[config.mk]
export PLATFORM = sky130hd
export DESIGN_NAME = molim_top
export DESIGN_NICKNAME = d
export VERILOG_FILES = /design/src/hw/molim_pkg.sv /design/src/hw/molim_divider.sv /design/src/hw/molim_top.sv
export SDC_FILE = /design/constraint.sdc
export NUM_CORES = 2
export LEC_CHECK = 0
export CORE_UTILIZATION = 54
export DETAILED_ROUTE_END_ITERATION = 8
export DONT_BUFFER_PORTS = 1
export PLACE_DENSITY_LB_ADDON = 0.12
export SLEW_MARGIN = 20
export SYNTH_ARGS = -nofsm -noshare
export SYNTH_HDL_FRONTEND = slang
export SYNTH_SLANG_ARGS = --single-unit
[constraint.sdc]
create_clock -name clk -period 13.85 [get_ports clk]
set_clock_uncertainty 0.05 [all_clocks]
set_input_delay 1.385 -clock clk [delete_from_list [all_inputs] [get_ports clk]]
set_output_delay 1.385 -clock clk [all_outputs]
set_load 0.01 [all_outputs]
[src/hw/molim_pkg.sv]
package molim_pkg;
   localparam int CUR_W = 16;
   localparam int ACC_W = 32;

   // register byte offsets
   localparam logic [7:0] ADDR_SUBMODE = 8'h00;
   localparam logic [7:0] ADDR_MAXCUR = 8'h04;
   localparam logic [7:0] ADDR_RATED = 8'h08;
   localparam logic [7:0] ADDR_PEAK = 8'h0c;
   localparam logic [7:0] ADDR_DURATION = 8'h10;
   localparam logic [7:0] ADDR_THRESHOLD = 8'h14;
   localparam logic [7:0] ADDR_ACCUM = 8'h18;
   localparam logic [7:0] ADDR_LIMIT = 8'h1c;
   localparam logic [7:0] ADDR_STATUS = 8'h20;

   localparam int CLOSED_LOOP_BIT = 0;

   // values after reset
   localparam logic [CUR_W-1:0] RST_SUBMODE = 16'h0000;
   localparam logic [CUR_W-1:0] RST_MAXCUR = 16'h0000;
   localparam logic [CUR_W-1:0] RST_RATED = 16'h0000;
   localparam logic [CUR_W-1:0] RST_PEAK = 16'h0000;
   localparam logic [CUR_W-1:0] RST_DURATION = 16'h0000;

   // scale divisors: tenths of a percent, and milliseconds per second
   localparam logic [ACC_W-1:0] PERMILLE_DIV = 32'h0000_03e8;
   localparam logic [ACC_W-1:0] MS_PER_S = 32'h0000_03e8;

   localparam logic [0:0] STATUS_OFF = 1'h0;
   localparam logic [0:0] STATUS_ON = 1'h1;

   typedef struct packed {
      logic [CUR_W-1:0] submode;
      logic [CUR_W-1:0] maxMotorCurrent;
      logic [CUR_W-1:0] ratedCurrent;
      logic [CUR_W-1:0] peakSetting;
      logic [CUR_W-1:0] peakDurationSetting;
   } molim_cfg_type;

   typedef enum logic [4:0] {
      ST_IDLE = 5'b00001,
      ST_PEAK = 5'b00010,
      ST_INC = 5'b00100,
      ST_THR = 5'b01000,
      ST_ACC = 5'b10000
   } molim_state_type;
endpackage

[src/hw/molim_divider.sv]
`timescale 1ns/1ps
// unsigned restoring divider, one quotient bit per cycle
module molim_divider #(
   parameter int W = 32
) (
   input wire logic clk,
   input wire logic reset,
   input wire logic start,
   input wire logic [W-1:0] dividend,
   input wire logic [W-1:0] divisor,
   output logic [W-1:0] quotient_q,
   output logic done_q
);
   localparam int CNT_W = $clog2(W + 1);

   initial begin
      if (W < 2) $error("divider width too small");
   end

   logic [W-1:0] rem_q;
   logic [W-1:0] div_q;
   logic [CNT_W-1:0] count_q;
   logic busy_q;
   logic [W:0] trial;

   always_comb begin
      trial = {rem_q, quotient_q[W-1]} - {1'b0, div_q};
   end

   always_ff @(posedge clk or posedge reset) begin
      if (reset) begin
         rem_q <= '0;
         div_q <= '0;
         quotient_q <= '0;
         count_q <= '0;
         busy_q <= 1'b0;
         done_q <= 1'b0;
      end else begin
         done_q <= 1'b0;
         if (start) begin
            rem_q <= '0;
            div_q <= divisor;
            quotient_q <= dividend;
            count_q <= CNT_W'(W);
            busy_q <= 1'b1;
         end else if (busy_q) begin
            if (trial[W]) begin
               rem_q <= {rem_q[W-2:0], quotient_q[W-1]};
               quotient_q <= {quotient_q[W-2:0], 1'b0};
            end else begin
               rem_q <= trial[W-1:0];
               quotient_q <= {quotient_q[W-2:0], 1'b1};
            end
            count_q <= count_q - 1'b1;
            if (count_q == CNT_W'(1)) begin
               busy_q <= 1'b0;
               done_q <= 1'b1;
            end
         end
      end
   end
endmodule

[src/hw/molim_top.sv]
`timescale 1ns/1ps
// overload current limiter: apb registers, load integration, limit selection
module molim_top #(
   parameter int CUR_W = molim_pkg::CUR_W,
   parameter int ACC_W = molim_pkg::ACC_W
) (
   input wire logic clk,
   input wire logic reset,
   input wire logic psel,
   input wire logic penable,
   input wire logic pwrite,
   input wire logic [7:0] paddr,
   input wire logic [31:0] pwdata,
   output logic [31:0] prdata,
   output logic pready,
   output logic pslverr,
   input wire logic [CUR_W-1:0] measuredCurrent,
   input wire logic sampleValid,
   output logic [CUR_W-1:0] appliedCurrentLimit,
   output logic protectionActive
);
   initial begin
      if (CUR_W != 16) begin
         $error("current width must be 16");
      end
      if (ACC_W != 32) begin
         $error("figure width must be 32");
      end
      if (ACC_W < 2 * CUR_W) begin
         $error("figure too narrow for a squared current");
      end
   end

   molim_pkg::molim_cfg_type cfg_q;
   molim_pkg::molim_state_type state_q;
   logic [31:0] prdata_q;
   logic pready_q;
   logic pslverr_q;
   logic [CUR_W-1:0] limit_q;
   logic active_q;
   logic [CUR_W-1:0] peakRaw_q;
   logic [CUR_W-1:0] peakClamp_q;
   logic [CUR_W-1:0] sample_q;
   logic [ACC_W-1:0] acc_q;
   logic [ACC_W-1:0] thrMas_q;
   logic [ACC_W-1:0] accMas_q;
   logic [ACC_W-1:0] divA_q;
   logic [ACC_W-1:0] divB_q;
   logic divStart_q;
   logic [ACC_W-1:0] divQ;
   logic divDone;

   logic [CUR_W-1:0] peakRaw;
   logic [CUR_W-1:0] peakClamp;
   logic [CUR_W-1:0] delta;
   logic [CUR_W-1:0] excess;
   logic [ACC_W-1:0] loadLimit;
   logic [ACC_W-1:0] accNew;
   logic [ACC_W:0] accSum;
   logic activeNow;
   logic wrEn;
   logic rdMapped;
   logic wrMapped;
   logic [31:0] readWord;

   assign prdata = prdata_q;
   assign pready = pready_q;
   assign pslverr = pslverr_q;
   assign appliedCurrentLimit = limit_q;
   assign protectionActive = active_q;

   // peak in mA from the divider result, saturated to the current width
   always_comb begin
      if (state_q == molim_pkg::ST_PEAK) begin
         peakRaw = (divQ[ACC_W-1:CUR_W] != '0) ? '1 : divQ[CUR_W-1:0];
      end else begin
         peakRaw = peakRaw_q;
      end
   end

   // peak held under the motor ceiling, and its margin over rated
   always_comb begin
      peakClamp = (peakRaw > cfg_q.maxMotorCurrent) ? cfg_q.maxMotorCurrent : peakRaw;
      delta = (peakClamp > cfg_q.ratedCurrent) ? peakClamp - cfg_q.ratedCurrent : '0;
   end

   // distance of the sample from rated, on either side
   always_comb begin
      excess = (sample_q > cfg_q.ratedCurrent) ? sample_q - cfg_q.ratedCurrent
                                               : cfg_q.ratedCurrent - sample_q;
   end

   // load limit in mA*ms
   always_comb begin
      loadLimit = ACC_W'(delta * cfg_q.peakDurationSetting);
   end

   // activation from the stored configuration
   always_comb begin
      activeNow = cfg_q.submode[molim_pkg::CLOSED_LOOP_BIT]
                  && (peakRaw_q > cfg_q.ratedCurrent)
                  && (cfg_q.peakDurationSetting != '0);
   end

   // figure update from the increment in divQ
   always_comb begin
      accSum = {1'b0, acc_q} + {1'b0, divQ};
      if (!activeNow) begin
         accNew = '0;
      end else if (sample_q > cfg_q.ratedCurrent) begin
         accNew = accSum[ACC_W] ? '1 : accSum[ACC_W-1:0];
      end else begin
         accNew = (acc_q > divQ) ? acc_q - divQ : '0;
      end
   end

   // apb decode
   always_comb begin
      wrEn = psel && penable && pready_q && pwrite;
      rdMapped = (paddr <= molim_pkg::ADDR_STATUS) && (paddr[1:0] == 2'h0);
      wrMapped = (paddr <= molim_pkg::ADDR_DURATION) && (paddr[1:0] == 2'h0);
   end

   // ready only in the access cycle, so every transfer has zero wait states
   always_ff @(posedge clk or posedge reset) begin
      if (reset) begin
         pready_q <= 1'b0;
      end else begin
         pready_q <= psel && !penable;
      end
   end

   always_ff @(posedge clk or posedge reset) begin
      if (reset) begin
         pslverr_q <= 1'b0;
      end else begin
         pslverr_q <= psel && !penable && (pwrite ? !wrMapped : !rdMapped);
      end
   end

   // read word for the addressed register, taken into prdata in the setup cycle
   always_comb begin
      unique case (paddr)
         molim_pkg::ADDR_SUBMODE: readWord = {16'h0000, cfg_q.submode};
         molim_pkg::ADDR_MAXCUR: readWord = {16'h0000, cfg_q.maxMotorCurrent};
         molim_pkg::ADDR_RATED: readWord = {16'h0000, cfg_q.ratedCurrent};
         molim_pkg::ADDR_PEAK: readWord = {16'h0000, cfg_q.peakSetting};
         molim_pkg::ADDR_DURATION: readWord = {16'h0000, cfg_q.peakDurationSetting};
         molim_pkg::ADDR_THRESHOLD: readWord = thrMas_q;
         molim_pkg::ADDR_ACCUM: readWord = accMas_q;
         molim_pkg::ADDR_LIMIT: readWord = {16'h0000, limit_q};
         molim_pkg::ADDR_STATUS: readWord = {31'h0000_0000, active_q};
         default: readWord = '0;
      endcase
   end

   always_ff @(posedge clk or posedge reset) begin
      if (reset) begin
         prdata_q <= '0;
      end else if (psel && !penable) begin
         prdata_q <= readWord;
      end
   end

   always_ff @(posedge clk or posedge reset) begin
      if (reset) begin
         cfg_q.submode <= molim_pkg::RST_SUBMODE;
         cfg_q.maxMotorCurrent <= molim_pkg::RST_MAXCUR;
         cfg_q.ratedCurrent <= molim_pkg::RST_RATED;
         cfg_q.peakSetting <= molim_pkg::RST_PEAK;
         cfg_q.peakDurationSetting <= molim_pkg::RST_DURATION;
      end else if (wrEn) begin
         unique case (paddr)
            molim_pkg::ADDR_SUBMODE: cfg_q.submode <= pwdata[CUR_W-1:0];
            molim_pkg::ADDR_MAXCUR: cfg_q.maxMotorCurrent <= pwdata[CUR_W-1:0];
            molim_pkg::ADDR_RATED: cfg_q.ratedCurrent <= pwdata[CUR_W-1:0];
            molim_pkg::ADDR_PEAK: cfg_q.peakSetting <= pwdata[CUR_W-1:0];
            molim_pkg::ADDR_DURATION: cfg_q.peakDurationSetting <= pwdata[CUR_W-1:0];
            default: cfg_q.submode <= cfg_q.submode;
         endcase
      end
   end

   // one pass per control cycle: peak, increment, threshold, figure readout
   always_ff @(posedge clk or posedge reset) begin
      if (reset) begin
         state_q <= molim_pkg::ST_IDLE;
         divStart_q <= 1'b0;
         divA_q <= '0;
         divB_q <= '0;
         sample_q <= '0;
      end else begin
         divStart_q <= 1'b0;
         unique case (state_q)
            // a sample that arrives during a pass is not taken
            molim_pkg::ST_IDLE: begin
               if (sampleValid) begin
                  sample_q <= measuredCurrent;
                  divA_q <= ACC_W'(cfg_q.ratedCurrent * cfg_q.peakSetting);
                  divB_q <= molim_pkg::PERMILLE_DIV;
                  divStart_q <= 1'b1;
                  state_q <= molim_pkg::ST_PEAK;
               end
            end
            molim_pkg::ST_PEAK: begin
               if (divDone) begin
                  // squared excess normalised so a steady peak adds delta per cycle
                  divA_q <= ACC_W'(excess * excess);
                  divB_q <= (delta == '0) ? ACC_W'(1) : ACC_W'(delta);
                  divStart_q <= 1'b1;
                  state_q <= molim_pkg::ST_INC;
               end
            end
            molim_pkg::ST_INC: begin
               if (divDone) begin
                  divA_q <= loadLimit;
                  divB_q <= molim_pkg::MS_PER_S;
                  divStart_q <= 1'b1;
                  state_q <= molim_pkg::ST_THR;
               end
            end
            molim_pkg::ST_THR: begin
               if (divDone) begin
                  divA_q <= acc_q;
                  divB_q <= molim_pkg::MS_PER_S;
                  divStart_q <= 1'b1;
                  state_q <= molim_pkg::ST_ACC;
               end
            end
            molim_pkg::ST_ACC: begin
               if (divDone) begin
                  state_q <= molim_pkg::ST_IDLE;
               end
            end
         endcase
      end
   end

   always_ff @(posedge clk or posedge reset) begin
      if (reset) begin
         peakRaw_q <= '0;
         peakClamp_q <= '0;
      end else if (state_q == molim_pkg::ST_PEAK && divDone) begin
         peakRaw_q <= peakRaw;
         peakClamp_q <= peakClamp;
      end
   end

   // figure is cleared whenever protection is off
   always_ff @(posedge clk or posedge reset) begin
      if (reset) begin
         acc_q <= '0;
      end else if (state_q == molim_pkg::ST_INC && divDone) begin
         acc_q <= accNew;
      end else if (!activeNow) begin
         acc_q <= '0;
      end
   end

   always_ff @(posedge clk or posedge reset) begin
      if (reset) begin
         thrMas_q <= '0;
         accMas_q <= '0;
      end else begin
         if (state_q == molim_pkg::ST_THR && divDone) begin
            thrMas_q <= divQ;
         end
         if (state_q == molim_pkg::ST_ACC && divDone) begin
            accMas_q <= divQ;
         end
      end
   end

   always_ff @(posedge clk or posedge reset) begin
      if (reset) begin
         active_q <= molim_pkg::STATUS_OFF;
      end else begin
         active_q <= activeNow ? molim_pkg::STATUS_ON : molim_pkg::STATUS_OFF;
      end
   end

   // limit drops to rated in the same cycle the figure reaches the limit
   always_ff @(posedge clk or posedge reset) begin
      if (reset) begin
         limit_q <= '0;
      end else if (state_q == molim_pkg::ST_INC && divDone && activeNow) begin
         limit_q <= (accNew >= loadLimit) ? cfg_q.ratedCurrent : peakClamp_q;
      end else if (!activeNow) begin
         limit_q <= peakClamp_q;
      end
   end

   molim_divider #(
      .W(ACC_W)
   ) u_div (
      .clk(clk),
      .reset(reset),
      .start(divStart_q),
      .dividend(divA_q),
      .divisor(divB_q),
      .quotient_q(divQ),
      .done_q(divDone)
   );
endmodule

==> run summary <==
For this run the aggregate overflow at the end of global routing stands at 0. Derived from the worst setup path, the maximum achievable clock frequency is 0.0753 GHz. The final weighted congestion of routability-driven global placement is 0.970. The worst setup path is captured at a flop. In the final routed layout, each cell accounts on average for 23.0 um. The count of warnings emitted by yosys is 0. The largest individual stage delay along the critical path comes from the cell fa_1. Synthesis produced a netlist whose cell count is 5630. Clock tree synthesis found a total of 417 sinks.

The post-synthesis cell area came out at 50500 sq um. The aggregate negative setup slack came out at 0 ns. The register area share after synthesis is 20.7%. The run finished with clean final reports. The most critical setup path has its startpoint at state_q[2]. The maximum buffer depth of the clock tree came out at 3. The number of different library cells used by synthesis comes to 105. The wire length of the first global-routing pass is 241 mm. The tightest min-delay check is of the reg2reg type.

The time the worst path needs with I/O delays and setup is 13.27 ns. VDD sags by at most 0.000248 V. The number of flip-flops and latches in the synthesized netlist is 417. The slew at the pin closest to its max-slew limit came out at 1.10 ns.

The share of async-settable or async-resettable flops after synthesis came out at 100%. The maximum fanout along the worst path came out at 15. Once the floorplan was initialized, standard cells occupied 54.8% of the core. The area of the multi-input gates is 35900 sq um. By instance count, the cell type seen most on the critical path is fa_1. The critical path's largest stage delay is 0.54 ns. The number of buffers inserted during clock tree synthesis came out at 50.

The clock tree root buffer cell is clkbuf_16. After synthesis, the mean cell area works out to 8.97 sq um. In this run the core area contains 111 standard-cell rows.

After the first detailed-routing iteration, the DRC count stood at 3914. The net count after synthesis is 6747. The clock transition time at the flip-flop clock pins of the worst setup and hold paths came out at 0.06 ns. The number of iterations in the first detailed-routing pass is 6.

For this run, the post-layout net count is 6650. The finished cells cover 54100 sq um. The largest total area in the synthesized netlist belongs to fa_1.

The worst hold path begins at divA_q[7]. The max-cap violation count came out at 0. The number of global-route vias before repair is 40326. In the routed design, unresolved DRC markers number 0. In the synthesized netlist the dominant register cell turns out to be dfrtp_1.

The areal power density over the cells came out at 87.9 nW/um^2. The final max-slew violation count is 0. The area used by sequential logic in the layout is 10400 sq um. At the worst endpoint, the required time is 14.23 ns. Measured along the x axis, the die boundary spans 308 um.

The total area inside the core boundary comes to 92100 sq um. The detailed placer's ending HPWL came out at 120 mm. Wires add up to 157 mm.

The ratio of cells with drive above 1 in the final layout is 8.89%. The via count of the routed design came out at 40673. In this run the tightest slew margin relative to its limit is 26.6%. The source-to-sink clock delay at the later pin of the worst-skew pair is 0.64 ns.

The total routing usage reported by global routing is 33.5%. 113 I/O pins were placed. The cell area after placement came out at 52100 sq um. The number of enable-type register cells in the synthesized netlist is 0. The synthesis-to-finish area growth is 7.07%.

The die covers 94800 sq um. The quantity of I/O buffers inserted on ports came out at 0. The initial antenna violation count came to 4. Setup repair after global routing left no endpoint under its margin.

The CTS H-tree depth is 2. Ranked by total cell area, the synthesized netlist is headed by fa_1, dfrtp_1, ha_1. The share of the synthesized area in the top cell type is 22.1%. The fraction of the cycle the final worst path needs is 95.8%. The number of setup violations in the final report came out at 0. The worst setup path is launched from a flop.

The static leakage came out at 0.0266 uW. The number of hold-slack violations in the final timing report came to 0. The via count normalized by instance count is 5.97. The startpoint identified for the worst register-to-register timing path is state_q[2]. The filler cell count came out at 8309. The floorplan step set the die height to 308 um.

The largest net degree at the start of global routing is 152. The clock tree from TritonCTS is yes. The worst setup path category is reg2reg. The data arrival time of the critical path is 13.65 ns. The residual antenna-violating net count after detailed routing came out at 0.
==> metal layers <==
metal	up-vias	GRT usage [%]	wire, um
li1	18412	-	-
met5	-	0	27
met3	285	6.34	14500
met2	1622	51.2	68900
met1	20350	47.6	67700
met4	4	11.2	5770
==> synth_stat cells, types with 11 or more instances <==
library cell and n:
inv_1 865, nand2_1 618, fa_1 558, ha_1 497, dfrtp_1 416, nor2_1 343, o21ai_0 265, clkbuf_1 241
and2_1 216, a21oi_1 208, mux2_2 147, a21o_1 88, xnor2_1 88, a22oi_1 68, nand3_1 59, mux2i_1 56
xor2_1 55, nor3_1 53, a211oi_1 46, nand2b_1 46, o22a_1 44, a221oi_1 43, nor2b_1 43, a22o_1 41
o21bai_1 38, o21a_1 35, nor4_1 34, nand4_1 31, a31oi_1 29, buf_1 26, or2_2 22, or3_1 20
and3_1 19, buf_2 19, a311oi_1 15, o211ai_1 15, o22ai_1 13, o31ai_1 13, o221ai_1 11
==> state kept, by name (all words and copies together), names as in the netlist, 5 cells and up <==
signal	count
cfg_q	80
accMas_q	32
acc_q	32
divA_q	32
prdata	32
thrMas_q	32
u_div.quotient_q	32
u_div.rem_q	32
appliedCurrentLimit	16
divB_q	16
peakClamp_q	16
peakRaw_q	16
sample_q	16
u_div.div_q	16
u_div.count_q	6
state_q	5
==> logic make-up after synthesis <==
| kind of cell | share of synthesized area, % |
|---|---|
| xor gates and xnor gates | 2.69 |
| muxes | 4.46 |
| adders and majority gates | 34.4 |
| AOI/OAI and AO/OA | 14.6 |
| and+or+nand+nor | 14.4 |
| buffers and inverters | 8.76 |
| DFF | 20.7 |
==> final cells by class <==
| class | instances | share of cell area, % |
|---|---|---|
| Antenna cell | 3 | 0.0139 |
| Clock buffer | 64 | 2.62 |
| Clock inverter | 24 | 0.474 |
| Inverter | 873 | 6.07 |
| Multi-Input combinational cell | 4048 | 66.3 |
| Sequential cell | 417 | 19.3 |
| Tap cell | 1243 | 2.88 |
| Timing Repair Buffer | 143 | 2.28 |
==> per-stage QoR <==
step / worst slack [ns] / power, uW / util, % / cells / hold slack (ns)
finish: 0.578 / 4750 / 58.7 / 6815 / 0.422
global route: 0.0361 / 5040 / 58.7 / 6812 / 0.449
CTS: 0.153 / 4760 / 58.4 / 6806 / 0.410
detailed placement: 0.236 / 3370 / 56.6 / 6718 / 0.425
global placement: 0.445 / 3360 / 56.6 / 6718 / 0.413
floorplan: 0.0390 / 2810 / - / 5630 / 0.396
==> critical path, delay by kind of cell (launching register included) <==
kind	cells	cell delay (ns)
AOI/OAI and AO/OA	20	3.83
muxes	2	0.60
and+or+nand+nor	14	2.16
DFF	1	0.45
buffers and inverters	12	1.66
xor gates and xnor gates	1	0.11
adders and majority gates	10	4.19
==> timing repair <==
item	CTS	global route
setup endpoints to repair	0	16
buffers inserted	0	4
resized for setup	0	43
hold buffers	0	0
==> layout by cell type, fill, tap and decap left out, types with 59 or more instances in the layout <==
cell type,instances
xnor2_1,87
fa_1,558
a21oi_1,204
and2_1,215
a22oi_1,68
inv_1,863
mux2_2,147
nor2_1,334
nand2_1,617
nand3_1,59
buf_4,128
a21o_1,88
ha_1,494
o21ai_0,259
dfrtp_1,413
==> path summary, 6_finish.rpt <==
kind	cells after the start	slack, ns	end
worst max register to register	59	0.58	appliedCurrentLimit[6]
worst min register to register	2	0.42	u_div.quotient_q[7]
worst max-delay path	59	0.58	appliedCurrentLimit[6]
min in group asynchronous	1	0.72	cfg_q[8]
worst min-delay path	2	0.42	u_div.quotient_q[7]
max in group asynchronous	3	10.73	u_div.busy_q
==> where the power goes <==
part           leakage, uW  total, uW  switching [uW]  internal (uW)
Sequential         0.00572       1220            3.57           1220
Combinational       0.0201       2150            1270            874
Clock             0.000823       1380             584            798
Total               0.0266       4750            1860           2890
Power figures use the tool's default switching activity.
